`src/verilog/usb_ifm_pkg.sv`:
```
// Register map, field positions and carrier types for the USB interface flag logic
package usb_ifm_pkg;
	// Register offsets
	localparam logic [7:0] OFF_MODULE_RESET     = 8'h00;
	localparam logic [7:0] OFF_DEVICE_ADDRESS   = 8'h08;
	localparam logic [7:0] OFF_OTG_STATUS       = 8'h14;
	localparam logic [7:0] OFF_SERIAL_LINE      = 8'h18;
	localparam logic [7:0] OFF_EVENT_FLAGS      = 8'h1c;
	localparam logic [7:0] OFF_FLAG_STICKINESS  = 8'h20;
	localparam logic [7:0] OFF_FLAG_PORT_MASKS  = 8'h24;
	localparam logic [7:0] OFF_FRAME_COUNTER    = 8'h28;
	localparam logic [7:0] OFF_LAST_PACKET_ID   = 8'h2c;
	localparam logic [7:0] OFF_LAST_ENDPOINT    = 8'h30;
	localparam logic [7:0] OFF_ENDPOINT_SPECIAL = 8'h34;
	localparam logic [7:0] OFF_OTG_EVENT_MASK   = 8'h38;
	localparam logic [7:0] OFF_POWER_SIGNAL     = 8'h3c;
	localparam logic [7:0] OFF_XCVR_CONTROL     = 8'h40;

	// Event flag positions
	localparam int FLAG_RXERROR = 0;
	localparam int FLAG_RXACTIVE = 1;
	localparam int FLAG_CRC16 = 2;
	localparam int FLAG_J = 3;
	localparam int FLAG_K = 4;
	localparam int FLAG_SE0 = 5;
	localparam int FLAG_TOKEN = 6;
	localparam int NUM_FLAGS = 7;
	// Flags that track a level rather than latch a pulse
	localparam logic [6:0] LEVEL_FLAGS = 7'h3b;

	// Serial line control fields
	localparam int SER_FSLS = 0;
	localparam int SER_TXEN_N = 1;
	localparam int SER_TXDATA = 2;
	localparam int SER_TXSE0 = 3;
	localparam logic [3:0] SER_RESET = 4'h2;

	// Transceiver control fields
	localparam int XC_CONF_LO = 4;
	localparam int XC_RESUME_EN = 7;
	localparam int XC_FILT_LO = 8;
	localparam int XC_RES_K = 12;
	localparam int XC_RES_SE0 = 13;
	localparam int XC_PD_DIS = 18;

	// Endpoint register and port fields, power signal word width
	localparam int EP_VALID = 4;
	localparam logic [4:0] EP_SPECIAL = 5'h10;
	localparam int POWER_WIDTH = 9;

	// Decoded line states
	localparam logic [1:0] LS_SE0 = 2'h0;
	localparam logic [1:0] LS_J = 2'h1;
	localparam logic [1:0] LS_K = 2'h2;

	// Transceiver inputs sampled by the block
	typedef struct packed {
		logic [5:0] otg;
		logic       rx_rcv;
		logic       rx_dm;
		logic       rx_dp;
		logic       rx_active;
		logic       rx_error;
		logic [1:0] linestate;
	} utmi_in_t;

	// Decoded token from the packet datapath
	typedef struct packed {
		logic       valid;
		logic       crc5_ok;
		logic       pid_ok;
		logic [6:0] addr;
		logic [3:0] endp;
	} token_t;
endpackage

```
`src/verilog/usb_interface_module.sv`:
```
// Flag, mask, status and transceiver control registers of the USB interface module
`timescale 1ns/1ps

module usb_interface_module #(
	parameter int FILT_WIDTH = 16
) (
	input  wire logic                   core_clk,
	input  wire logic                   rst,
	input  wire logic                   reg_wr,
	input  wire logic                   reg_rd,
	input  wire logic [7:0]             reg_addr,
	input  wire logic [31:0]            reg_wdata,
	output logic      [31:0]            reg_rdata,
	output logic                        reg_rvalid,
	input  wire usb_ifm_pkg::utmi_in_t  utmi,
	input  wire usb_ifm_pkg::token_t    token,
	input  wire logic                   pkt_start,
	input  wire logic [3:0]             pkt_pid,
	input  wire logic                   crc16_fail,
	input  wire logic                   sof_valid,
	input  wire logic [10:0]            sof_frame,
	input  wire logic                   resume_se0,
	input  wire logic                   resume_k,
	output logic      [3:0]             flag_port,
	output logic      [4:0]             rx_endpoint,
	output logic                        rx_endpoint_strobe,
	output logic      [1:0]             linestate_filtered,
	output logic                        tx_se0,
	output logic                        tx_data,
	output logic                        tx_enable_sel,
	output logic                        fsls_serial,
	output logic                        pulldown_disable,
	output logic                        resume_auto_en,
	output logic      [2:0]             transceiver_config_pins
);

	////////////////////////////////////////////////////////////////////////
	// Register state

	logic        soft_rst;
	logic [6:0]  device_address;
	logic [5:0]  otg_status_flags;
	logic [2:0]  rx_line_status;
	logic [3:0]  serial_line_control;
	logic [6:0]  event_flag_vector;
	logic [6:0]  flag_stickiness_select;
	logic [31:0] flag_port_masks;
	logic [10:0] frame_counter;
	logic [3:0]  last_packet_id;
	logic [4:0]  last_endpoint;
	logic [15:0] endpoint_special_mask;
	logic [31:0] otg_event_mask;
	logic [8:0]  power_signal_word;
	logic        res_se0;
	logic        res_k;
	logic [3:0]  filt_log2;
	logic [1:0]  ls_cand;
	logic [FILT_WIDTH-1:0] ls_count;

	////////////////////////////////////////////////////////////////////////
	// Decode

	// Module state reset covers the soft reset, which spares only the read data path
	wire state_rst = rst | soft_rst;
	wire wr_reset  = reg_wr && reg_addr == usb_ifm_pkg::OFF_MODULE_RESET;
	wire wr_addr   = reg_wr && reg_addr == usb_ifm_pkg::OFF_DEVICE_ADDRESS;
	wire wr_serial = reg_wr && reg_addr == usb_ifm_pkg::OFF_SERIAL_LINE;
	wire wr_flags  = reg_wr && reg_addr == usb_ifm_pkg::OFF_EVENT_FLAGS;
	wire wr_sticky = reg_wr && reg_addr == usb_ifm_pkg::OFF_FLAG_STICKINESS;
	wire wr_masks  = reg_wr && reg_addr == usb_ifm_pkg::OFF_FLAG_PORT_MASKS;
	wire wr_frame  = reg_wr && reg_addr == usb_ifm_pkg::OFF_FRAME_COUNTER;
	wire wr_spec   = reg_wr && reg_addr == usb_ifm_pkg::OFF_ENDPOINT_SPECIAL;
	wire wr_otgm   = reg_wr && reg_addr == usb_ifm_pkg::OFF_OTG_EVENT_MASK;
	wire wr_power  = reg_wr && reg_addr == usb_ifm_pkg::OFF_POWER_SIGNAL;
	wire wr_xcvr   = reg_wr && reg_addr == usb_ifm_pkg::OFF_XCVR_CONTROL;

	// Token accepted only for our address
	wire token_ok = token.valid & token.crc5_ok & token.pid_ok
		& (token.addr == device_address);

	////////////////////////////////////////////////////////////////////////
	// Line state filter

	// Candidate must hold for 2^N clocks; a glitch restarts the count
	wire [FILT_WIDTH-1:0] filt_target = FILT_WIDTH'(1) << filt_log2;
	wire                  ls_differs  = utmi.linestate != ls_cand;
	wire                  ls_settled  = ls_count >= filt_target;

	always_ff @(posedge core_clk) begin
		if (state_rst) begin
			ls_cand            <= usb_ifm_pkg::LS_J;
			ls_count           <= '0;
			linestate_filtered <= usb_ifm_pkg::LS_J;
		end else if (ls_differs) begin
			ls_cand  <= utmi.linestate;
			ls_count <= FILT_WIDTH'(1);
		end else if (ls_settled) begin
			linestate_filtered <= ls_cand;
		end else begin
			ls_count <= ls_count + FILT_WIDTH'(1);
		end
	end

	////////////////////////////////////////////////////////////////////////
	// Event flags

	// Sources in flag order; line symbols come from the filtered state
	wire [6:0] flag_src = {
		token_ok,
		linestate_filtered == usb_ifm_pkg::LS_SE0,
		linestate_filtered == usb_ifm_pkg::LS_K,
		linestate_filtered == usb_ifm_pkg::LS_J,
		crc16_fail,
		utmi.rx_active,
		utmi.rx_error
	};

	// Sticky bits clear only by a written one, and a new event beats that clear
	genvar gi;
	generate
		for (gi = 0; gi < usb_ifm_pkg::NUM_FLAGS; gi++) begin : g_flag
			wire sw_clr = wr_flags & reg_wdata[gi];
			wire next_sticky = flag_src[gi] | (event_flag_vector[gi] & ~sw_clr);
			wire next_normal = usb_ifm_pkg::LEVEL_FLAGS[gi] ? flag_src[gi]
				: flag_src[gi] | (event_flag_vector[gi] & ~pkt_start);
			always_ff @(posedge core_clk) begin
				if (state_rst)
					event_flag_vector[gi] <= 1'b0;
				else if (flag_stickiness_select[gi])
					event_flag_vector[gi] <= next_sticky;
				else
					event_flag_vector[gi] <= next_normal;
			end
		end
	endgenerate

	// Each port is the OR of the flags its mask selects
	wire [3:0] next_flag_port = {
		|(event_flag_vector & flag_port_masks[30:24]),
		|(event_flag_vector & flag_port_masks[22:16]),
		|(event_flag_vector & flag_port_masks[14:8]),
		|(event_flag_vector & flag_port_masks[6:0])
	};

	////////////////////////////////////////////////////////////////////////
	// Software registers

	always_ff @(posedge core_clk) begin
		if (rst)
			soft_rst <= 1'b0;
		else
			soft_rst <= wr_reset;
	end

	// Writable configuration; reserved bits are simply not stored
	always_ff @(posedge core_clk) begin
		if (state_rst) begin
			device_address         <= '0;
			serial_line_control    <= usb_ifm_pkg::SER_RESET;
			flag_stickiness_select <= '0;
			flag_port_masks        <= '0;
			endpoint_special_mask  <= '0;
			otg_event_mask         <= '0;
			power_signal_word      <= '0;
			pulldown_disable       <= 1'b0;
			filt_log2              <= '0;
			resume_auto_en         <= 1'b0;
			transceiver_config_pins <= '0;
		end else begin
			if (wr_addr)
				device_address <= reg_wdata[6:0];
			if (wr_serial)
				serial_line_control <= reg_wdata[3:0];
			if (wr_sticky)
				flag_stickiness_select <= reg_wdata[6:0];
			if (wr_masks)
				flag_port_masks <= reg_wdata & 32'h7f7f7f7f;
			if (wr_spec)
				endpoint_special_mask <= reg_wdata[15:0];
			if (wr_otgm)
				otg_event_mask <= reg_wdata;
			if (wr_power)
				power_signal_word <= reg_wdata[usb_ifm_pkg::POWER_WIDTH-1:0];
			if (wr_xcvr) begin
				pulldown_disable <= reg_wdata[usb_ifm_pkg::XC_PD_DIS];
				filt_log2 <= reg_wdata[usb_ifm_pkg::XC_FILT_LO +: 4];
				resume_auto_en <= reg_wdata[usb_ifm_pkg::XC_RESUME_EN];
				transceiver_config_pins <= reg_wdata[usb_ifm_pkg::XC_CONF_LO +: 3];
			end
		end
	end

	// Resume cause bits: hardware set wins over a written zero
	wire next_res_se0 = (resume_se0 & resume_auto_en)
		| (res_se0 & ~(wr_xcvr & ~reg_wdata[usb_ifm_pkg::XC_RES_SE0]));
	wire next_res_k = (resume_k & resume_auto_en)
		| (res_k & ~(wr_xcvr & ~reg_wdata[usb_ifm_pkg::XC_RES_K]));

	always_ff @(posedge core_clk) begin
		if (state_rst) begin
			res_se0 <= 1'b0;
			res_k   <= 1'b0;
		end else begin
			res_se0 <= next_res_se0;
			res_k   <= next_res_k;
		end
	end

	////////////////////////////////////////////////////////////////////////
	// Packet capture and mirrors

	// A software write to the frame counter yields to an arriving SOF
	always_ff @(posedge core_clk) begin
		if (state_rst) begin
			frame_counter      <= '0;
			last_packet_id     <= '0;
			last_endpoint      <= '0;
			rx_endpoint        <= '0;
			rx_endpoint_strobe <= 1'b0;
		end else begin
			if (sof_valid)
				frame_counter <= sof_frame;
			else if (wr_frame)
				frame_counter <= reg_wdata[10:0];
			if (pkt_start)
				last_packet_id <= pkt_pid;
			if (token_ok) begin
				last_endpoint <= {1'b1, token.endp};
				rx_endpoint <= {endpoint_special_mask[token.endp] ? usb_ifm_pkg::EP_SPECIAL[4]
					: 1'b0, token.endp};
			end
			rx_endpoint_strobe <= token_ok;
		end
	end

	// Transceiver status copies
	always_ff @(posedge core_clk) begin
		if (state_rst) begin
			otg_status_flags <= '0;
			rx_line_status   <= '0;
		end else begin
			otg_status_flags <= utmi.otg;
			rx_line_status   <= {utmi.rx_rcv, utmi.rx_dm, utmi.rx_dp};
		end
	end

	// Transmit pin drive and port outputs
	always_ff @(posedge core_clk) begin
		if (state_rst) begin
			tx_se0        <= 1'b0;
			tx_data       <= 1'b0;
			tx_enable_sel <= 1'b0;
			fsls_serial   <= 1'b0;
			flag_port     <= '0;
		end else begin
			tx_se0        <= serial_line_control[usb_ifm_pkg::SER_TXSE0];
			tx_data       <= serial_line_control[usb_ifm_pkg::SER_TXDATA];
			tx_enable_sel <= ~serial_line_control[usb_ifm_pkg::SER_TXEN_N];
			fsls_serial   <= serial_line_control[usb_ifm_pkg::SER_FSLS];
			flag_port     <= next_flag_port;
		end
	end

	////////////////////////////////////////////////////////////////////////
	// Read path

	// Unmapped and write-only offsets read as zero, as do reserved bits
	logic [31:0] rd_mux;
	always_comb begin
		rd_mux = '0;
		case (reg_addr)
			usb_ifm_pkg::OFF_DEVICE_ADDRESS:   rd_mux[6:0] = device_address;
			usb_ifm_pkg::OFF_OTG_STATUS:       rd_mux[5:0] = otg_status_flags;
			usb_ifm_pkg::OFF_SERIAL_LINE:      rd_mux[6:0] = {rx_line_status,
				serial_line_control};
			usb_ifm_pkg::OFF_EVENT_FLAGS:      rd_mux[6:0] = event_flag_vector;
			usb_ifm_pkg::OFF_FLAG_STICKINESS:  rd_mux[6:0] = flag_stickiness_select;
			usb_ifm_pkg::OFF_FLAG_PORT_MASKS:  rd_mux = flag_port_masks;
			usb_ifm_pkg::OFF_FRAME_COUNTER:    rd_mux[10:0] = frame_counter;
			usb_ifm_pkg::OFF_LAST_PACKET_ID:   rd_mux[3:0] = last_packet_id;
			usb_ifm_pkg::OFF_LAST_ENDPOINT:    rd_mux[4:0] = last_endpoint;
			usb_ifm_pkg::OFF_ENDPOINT_SPECIAL: rd_mux[15:0] = endpoint_special_mask;
			usb_ifm_pkg::OFF_OTG_EVENT_MASK:   rd_mux = otg_event_mask;
			usb_ifm_pkg::OFF_POWER_SIGNAL:     rd_mux[8:0] = power_signal_word;
			usb_ifm_pkg::OFF_XCVR_CONTROL:     rd_mux[18:4] = {pulldown_disable, 4'h0,
				res_se0, res_k, filt_log2, resume_auto_en, transceiver_config_pins};
			default:                           rd_mux = '0;
		endcase
	end

	always_ff @(posedge core_clk) begin
		if (rst) begin
			reg_rdata  <= '0;
			reg_rvalid <= 1'b0;
		end else begin
			reg_rdata  <= reg_rd ? rd_mux : '0;
			reg_rvalid <= reg_rd;
		end
	end
endmodule

```
`config.mk`:
```
export PLATFORM = sky130hd
export DESIGN_NAME = usb_interface_module
export DESIGN_NICKNAME = d
export VERILOG_FILES = /design/src/verilog/usb_ifm_pkg.sv /design/src/verilog/usb_interface_module.sv
export SDC_FILE = /design/constraint.sdc
export NUM_CORES = 1
export LEC_CHECK = 0
export BUFFER_PORTS_ARGS = -buffer_cell sky130_fd_sc_hd__buf_2
export CORE_MARGIN = 3
export CORE_UTILIZATION = 50
export CTS_CLUSTER_SIZE = 24
export DETAILED_ROUTE_END_ITERATION = 16
export PLACE_DENSITY = 0.83
export SYNTH_ARGS = -nofsm -noshare
export SYNTH_HDL_FRONTEND = slang
export SYNTH_SLANG_ARGS = --single-unit
```
`constraint.sdc`:
```
create_clock -name core_clk -period 3.45 [get_ports core_clk]
set_clock_uncertainty 0.15 [all_clocks]
set_input_delay 0.1725 -clock core_clk [delete_from_list [all_inputs] [get_ports core_clk]]
set_output_delay 0.1725 -clock core_clk [all_outputs]
set_load 0.01 [all_outputs]
```
======== Yosys cells after proc, flatten, opt, wreduce, memory -nomap -nowiden ========
Cells that the tools add are included.
word-level totals
  register bits ........................... 218
  input bits .............................. 91
  logic and storage cells ................. 161
  output and inout bits ................... 54
cells by class
  bitwise gates (word level) .............. 56
  shift-type cells ........................ 1
  reduce and logical (&&, ||, !) cells .... 21
  multiplexer cells ....................... 23
  equal/unequal tests ..................... 18
  add/subtract/negate cells ............... 1
  order comparisons ....................... 2
operators with widths
  cell                                                                 number
  8-bit by 6-bit == test with 1-bit output (second input constant)     8
  4-bit case mux with 12 select lines                                  1
  7-bit bitwise AND                                                    4
  7-bit OR reduction                                                   4
  13-bit case mux with 2 select lines                                  1
  1-bit bitwise AND                                                    25
  8-bit by 5-bit == test with 1-bit output (second input constant)     3
  11-bit two-way mux                                                   2
  5-bit case mux with 4 select lines                                   1
  16-bit by 1-bit adder with 16-bit output (second input constant)     1
  16-bit greater-or-equal comparator                                   1
  1-bit by 4-bit left shift with 16-bit output (first input constant)  1
  1-bit NOT                                                            15
  1-bit bitwise OR                                                     12
  1-bit case mux with 12 select lines                                  1
  2-bit case mux with 6 select lines                                   1
  1-bit logical AND                                                    11
  1-bit two-way mux                                                    11
  1-bit case mux with 11 select lines                                  1
  1-bit case mux with 10 select lines                                  1
  2-bit case mux with 5 select lines                                   1
  3-bit case mux with 3 select lines                                   1
  8-bit by 4-bit == test with 1-bit output (second input constant)     1
  8-bit by 7-bit == test with 1-bit output (second input constant)     1
  12 further kinds                                                     13

======== Logic depth before layout (Yosys ltp) ========
Gate-level depths: netlist (run 1).
  word-level depth ........................ 7
  mapped depth ............................ 12
  mapped depth without buffers ............ 9

======== Worst setup path after synthesis (run 1) ========
No wires, ideal clock.
  path kind ............................... reg-to-reg
  start ................................... reg filt_log2[0]
  end ..................................... reg ls_count[5]
  cell stages (with the launch flop) ...... 13
  library setup time ...................... 0.132 ns
  path slack .............................. 0.586 ns
  period minus slack after synthesis ...... 2.864 ns
  arrival ................................. 2.581 ns
  path buffers ............................ 3
  data required time ...................... 3.168 ns
  cell sequence ........................... dfxtp_1 clkbuf_1 nor2b_1 nand2_1 ha_1 nor2b_1 o211a_1 o311ai_2 nand3_2 buf_2 buf_2 o31ai_1 a21oi_1
on the way
  word-level cells in the longest chain between the ends .. 2
RTL lines
  item                                          RTL line                     RTL
  from (decl)                                   usb_interface_module.sv:56   logic [3:0] filt_log2;
  from (signal assigned)                        usb_interface_module.sv:186  filt_log2 <= reg_wdata[usb_ifm_pkg::XC_FILT_LO +: 4];
  1-bit by 4-bit left shift with 16-bit output  usb_interface_module.sv:85   wire [FILT_WIDTH-1:0] filt_target = FILT_WIDTH'(1) << filt_log2;
  16-bit greater-or-equal comparator            usb_interface_module.sv:87   wire ls_settled = ls_count >= filt_target;
  to (signal assigned)                          usb_interface_module.sv:100  ls_count <= ls_count + FILT_WIDTH'(1);
  to (decl)                                     usb_interface_module.sv:58   logic [FILT_WIDTH-1:0] ls_count;
Every way passes these cells.
A chain may end at the register's enable or synchronous reset.

======== Worst setup path in the final report (run 1) ========
  start ................................... reg filt_log2[2]
  end ..................................... reg ls_count[6]
The elaborated chain is that of the path after synthesis.

==> impl_metrics.json, run 1 <==
{
  "cp-end-kind": "flop",
  "crit_arrival_ps": 3370,
  "antenna_found_initial": 2,
  "grt_pass1_vias": 9099,
  "r2r_slack_ps": 400,
  "cp_max_fo": 13,
  "synth_seq_area_share_pct": 45.8,
  "mappedNetlistArea_um2": 9350,
  "clockRootBuffer": "clkbuf_16",
  "cts_tree": "built",
  "synth_enable_flop_cells": 0,
  "fin_ws_ps": 404,
  "die_y_um": 143,
  "clock_latency_ps": 530,
  "maxSlewHeadroom_pct": 34.9,
  "clk_path_buf_depth": 3,
  "design.core.area_um2": 18100,
  "synth-compound-area-share_pct": 16.1,
  "switching_share_pct": 22.5,
  "power.density_nw_per_um2": 487,
  "r2r_end": "ls_count[6]",
  "instances_no_fill": 1534,
  "die_area_um2": 20400,
  "synthesis.nets": 1193,
  "slowest_stage": "dfxtp_1",
  "pin_count": 145,
  "worstSetupPathType": "flop to flop",
  "cts_buffers": 25,
  "synth_ff_type": "dfxtp_1",
  "vias": 9315,
  "die_w_um": 143,
  "hold_start": "sof_valid",
  "period_share_pct": 88.3,
  "setup_violations": 0,
  "critPathBufInv": 1,
  "gp_congestion": 0.970,
  "netlist-cell-type-count": 60,
  "syn_avg_cell_area_um2": 8.62,
  "hold_viol": 0,
  "worstPathRequired_ps": 3770,
  "syn2layout_area_growth_pct": 27.8,
  "synth_simple_gate_area_share_pct": 21.3,
  "htree_levels": 1,
  "finalSetupTns_ps": 0,
  "track_usage_pct": 29.1,
  "ys_async_sr_fraction_pct": 0,
  "grt.overflow.total": 0,
  "hold_path_class": "input port to flop",
  "power.share.combinational_pct": 6.6,
  "hold_depth": 3,
  "p_int_mw": 4.52,
  "io_buffer_count": 144,
  "cp-start-kind": "flop",
  "via_per_inst": 6.07,
  "yosys_warnings": 0,
  "drive_gt1_share_pct": 18.4,
  "synthCells": 1085,
  "r2r-start": "filt_log2[2]",
  "synth_fa_ha_area_share_pct": 2.27,
  "outcome": "completed",
  "switchingPower_mw": 1.31,
  "fmax_ghz": 0.328,
  "clockPowerShare_pct": 50.1,
  "rows": 49,
  "drtPass1Iterations": 8,
  "remaining_drc_errors": 0,
  "synthMuxAreaShare_pct": 9.33,
  "holdPathEnd": "frame_counter[6]",
  "seqPwrFrac_pct": 43.3,
  "grt_pass1_wl_um": 47800,
  "postRouteAntennaNets": 0,
  "fin_nets": 1393,
  "fillers": 1374,
  "max_stage_delay_ps": 490,
  "post_drt_wl_per_cell_um": 19.9,
  "synth_seq_cells": 214,
  "worstMarginPinSlew_ps": 973,
  "p_leak_nw": 4.79,
  "critPathTopFamily": "simple AND/OR/NAND/NOR gates",
  "min_period_ps": 3050,
  "grt_max_degree": 76,
  "drv_slew": 0,
  "dp_hpwl_um": 19800,
  "cts_sinks": 214,
  "synth_top_family_by_area": "simple AND/OR/NAND/NOR gates",
  "drt-initial-drc-count": 881,
  "grt_setup_unrepaired": "false",
  "irDropWorstVdd_uv": 354,
  "placedCellCount": 1402,
  "synth_xor_area_share_pct": 1.03,
  "worst_r2r_path_depth": 10,
  "start_util_pct": 51.5,
  "cp_cell_sequence": "nor2b_1 -> nand3_1 -> ha_1 -> a21oi_1 -> nor2_1 -> a211oi_1 -> nand3_2 -> buf_4 -> or4_1 -> nand2_1",
  "routed_wirelength_um": 30500,
  "maxCapViolCount": 0,
  "place_ws_ps": 417,
  "clkTransAtPathRegs_ps": 60
}
flip-flops by register name, indices dropped and copies added (netlist names), 7 cells and up:
name,flops
device_address,7
endpoint_special_mask,16
event_flag_vector,7
flag_port_masks,28
flag_stickiness_select,7
frame_counter,11
ls_count,16
otg_event_mask,32
power_signal_word,9
reg_rdata,32
through the flow:
step	hold slack [ps]	utilization, %	cell area (um2)	power (mW)
detailed placement	228	56.1	10200	2.87
floorplan	98.8	-	9350	2.74
finish	18.1	65.9	12000	5.83
global placement	222	56.1	10200	2.87
global route	35.8	65.9	12000	5.98
CTS	8.03	65.9	12000	5.82
layer usage:
metal	share of wire (%)	track usage, %	vias to the layer above
li1	-	-	4238
met1	40	37.4	4406
met2	46	47.7	552
met3	9.4	6.20	117
met4	4.4	12.4	2
met5	0.059	0	-
cell usage in the layout, fill, tap and decap left out, types with 8 or more instances in the layout:
cell	synthesis	final
a21oi_1	120	120
a221oi_1	10	10
a222oi_1	9	9
a22oi_1	38	38
a31oi_1	17	17
and2_1	19	19
buf_2	21	144
buf_4	6	23
clkbuf_16	0	25
dfxtp_1	214	214
dlygate4sd3_1	0	85
ha_1	17	17
inv_1	9	9
mux2i_1	59	59
nand2_1	210	210
nand3_1	49	49
nor2_1	93	93
nor3_1	8	8
o21ai_0	19	19
or4_1	8	8
xor2_1	10	10
Yosys cell counts (17+ instances only):
library cell	n	area (um2)
ha_1	17	213
a22oi_1	38	285
mux2i_1	59	591
and2_1	19	119
a31oi_1	17	106
nor2_1	93	349
dfxtp_1	214	4280
nand2_1	210	788
a21oi_1	120	601
nand3_1	49	245
buf_2	21	105
clkbuf_1	47	176
o21ai_0	19	95.1
worst register-to-register path: stages (launching register included):
cell and delay, ps:
dfxtp_1 490, nor2b_1 290, nand3_1 120, ha_1 310
a21oi_1 140, nor2_1 50, a211oi_1 330, nand3_2 280
buf_4 260, or4_1 470, nand2_1 80
cells by family (layout without fill, tap and decap cells):
family          after synthesis  in the layout
other cells                   0              1
flops                       214            214
xor+xnor                     11             11
compound gates              241            241
simple gates                438            438
buf+inv                      88            307
mux                          76             76
fa+ha+maj                    17             17
repair_timing:
item,CTS,global route
buffers inserted,0,0
hold buffers,85,0
resized for setup,0,0
endpoints found under the hold margin,155,0
cell type report:
type | count | area [um2] | share of cell area [%]
Antenna cell | 1 | 2.50 | 0.0209
Tap cell | 229 | 287 | 2.40
Inverter | 9 | 33.8 | 0.283
Multi-Input combinational cell | 783 | 4680 | 39.2
Sequential cell | 214 | 4280 | 35.8
Clock inverter | 9 | 191 | 1.60
Timing Repair Buffer | 252 | 1740 | 14.6
Clock buffer | 37 | 731 | 6.11
how the worst max path moves through the flow:
| stage | from | to | slack, ps | cells after the start |
|---|---|---|---|---|
| floorplan | filt_log2[0] | ls_count[5] | 590 | 12 |
| finish | filt_log2[2] | ls_count[6] | 400 | 10 |
| CTS | filt_log2[2] | ls_count[6] | 400 | 10 |
| global route | filt_log2[2] | ls_count[6] | 90 | 10 |
| global placement | filt_log2[3] | ls_count[10] | 530 | 10 |
| detailed placement | filt_log2[2] | ls_count[6] | 420 | 10 |
power groups by stage:
stage / clock (mW) / combinational [mW] / sequential (mW)
6_report: 2.92 / 0.384 / 2.52
5_1_grt: 3.05 / 0.410 / 2.52
4_1_cts: 2.93 / 0.369 / 2.52
3_5_place_dp: 0 / 0.294 / 2.57
3_3_place_gp: 0 / 0.292 / 2.57
2_1_floorplan: 0 / 0.172 / 2.56
Power figures use the tool's default switching activity.
==> inputs of run 2 (changes only) <==
- CORE_ASPECT_RATIO: default -> 1.1
- CORE_UTILIZATION: 50 -> 25
- PLACE_DENSITY: 0.83 -> 0.53
- REMOVE_ABC_BUFFERS: default -> 1
==> impl_metrics.json, run 2 (same netlist as run 1, synthesis figures left out) <==
{
  "antenna_cells": 0,
  "post_drt_wl_per_cell_um": 18.2,
  "final_design_area_no_fill_um2": 12200,
  "track_usage_pct": 16.0,
  "drive_gt1_share_pct": 18.5,
  "dpl-instance-area_um2": 10500,
  "r2r-start": "filt_log2[0]",
  "maxSlewHeadroom_pct": 57.5,
  "hold_path_class": "input port to flop",
  "cp_max_fo": 24,
  "setup.worst_path.start": "filt_log2[0]",
  "die_w_um": 190,
  "final_common_cell": "dfxtp_1",
  "min_period_ps": 3210,
  "htree_levels": 1,
  "p_total_mw": 5.62,
  "drt-initial-drc-count": 649,
  "routed_wirelength_um": 32600,
  "p_leak_nw": 4.78,
  "maxCapViolCount": 0,
  "cp-end-kind": "flop",
  "drtPass1Iterations": 5,
  "design.core.area_um2": 36500,
  "reg_top3": "otg_event_mask (32), reg_rdata (32), flag_port_masks (28)",
  "grt.overflow.total": 0,
  "power.density_nw_per_um2": 459,
  "die_y_um": 209,
  "clock_latency_ps": 530,
  "gp_congestion": 0.872,
  "worstMarginPinSlew_ps": 636,
  "dp_hpwl_um": 23200,
  "grt_max_degree": 56,
  "rows": 73,
  "die_area_um2": 39800,
  "cts_setup_buffers": 0,
  "crit_arrival_ps": 3500,
  "postRouteAntennaNets": 0,
  "period_share_pct": 93.0,
  "antenna_found_initial": 0,
  "outcome": "completed",
  "worstPathRequired_ps": 3750,
  "grt_pass1_vias": 8496,
  "fmax_ghz": 0.312,
  "clk_path_buf_depth": 3,
  "fin_nets": 1396,
  "grt_pass1_wl_um": 50300,
  "cts_buffers": 24,
  "via_per_inst": 4.85,
  "syn2layout_area_growth_pct": 30.9,
  "vias": 8698,
  "worstSetupPathType": "flop to flop",
  "cts_tree": "built",
  "io_buffer_count": 144,
  "start_util_pct": 25.6,
  "setup_violations": 0,
  "hold-worst-slack_ps": 46.4,
  "clockRootBuffer": "clkbuf_16",
  "pin_count": 145,
  "cp-start-kind": "flop",
  "hold_viol": 0,
  "cts_sinks": 214,
  "remaining_drc_errors": 0,
  "fillers": 3916,
  "clkTransAtPathRegs_ps": 60,
  "final_cell_mix": "dfxtp_1, nand2_1, buf_2",
  "irDropWorstVdd_uv": 261,
  "hold_start": "reg_rd",
  "drv_slew": 0,
  "finish.utilization_pct": 33.5
}
-- run 2: cell types whose count changed in the layout (fill, tap and decap cells not counted), sizes merged --
cell and change:
inv -2, buf +4, clkinv +1, clkbuf +2, diode -1, bufinv -2, clkinvlp -1
-- run 2: power breakdown --
part           switching, mW  total (mW)  internal [mW]
combinational          0.210       0.382          0.172
sequential            0.0245        2.52           2.50
clock                   1.04        2.72           1.68
total                   1.27        5.62           4.35
-- run 2: path summary, 6_finish.rpt --
check                       end  slack, ps  depth (start not counted)
max                ls_count[15]        240                          9
min               reg_rdata[27]         50                          4
max reg2reg        ls_count[15]        240                          9
min reg2reg  otg_event_mask[31]        300                          2
-- run 2: what timing repair did --
action,in CTS,in global routing
resized for setup,0,1
hold buffers,85,0
setup endpoints to repair,0,5
hold endpoints to repair,156,0
-- run 2: critical path, cell delays in order (launching register included) --
cell,delay [ps]
dfxtp_1,510
nor2b_1,320
nand2_1,100
ha_1,290
nor2b_1,130
o211a_1,210
o311ai_2,400
nand3_4,280
or4_1,570
a21oi_1,160
-- run 2: per-stage QoR --
step           setup TNS (ps)  setup slack, ps  std cells
2_1_floorplan               0              538       1006
3_3_place_gp                0              285       1664
3_5_place_dp                0              164       1664
4_1_cts                     0              137       1793
5_1_grt                 -5.02            -5.02       1793
6_report                    0              241       1793
-- run 2: final cells by class --
type	instances	area (um2)	area share (%)
multi-input cells	783	4690	38.3
flip-flops and latches	214	4280	35.0
repair buffers	256	1790	14.6
clock buffers	39	738	6.03
well taps	487	609	4.98
clock inverters	5	100	0.818
inverters	9	33.8	0.276
-- run 2: per-layer routing --
layer	vias to the layer above	track usage (%)	share of wire [%]
met5	-	0	0
met4	0	4.30	2.2
met3	43	2.37	5.2
met2	224	26.8	48
met1	4192	21.7	45
li1	4239	-	-
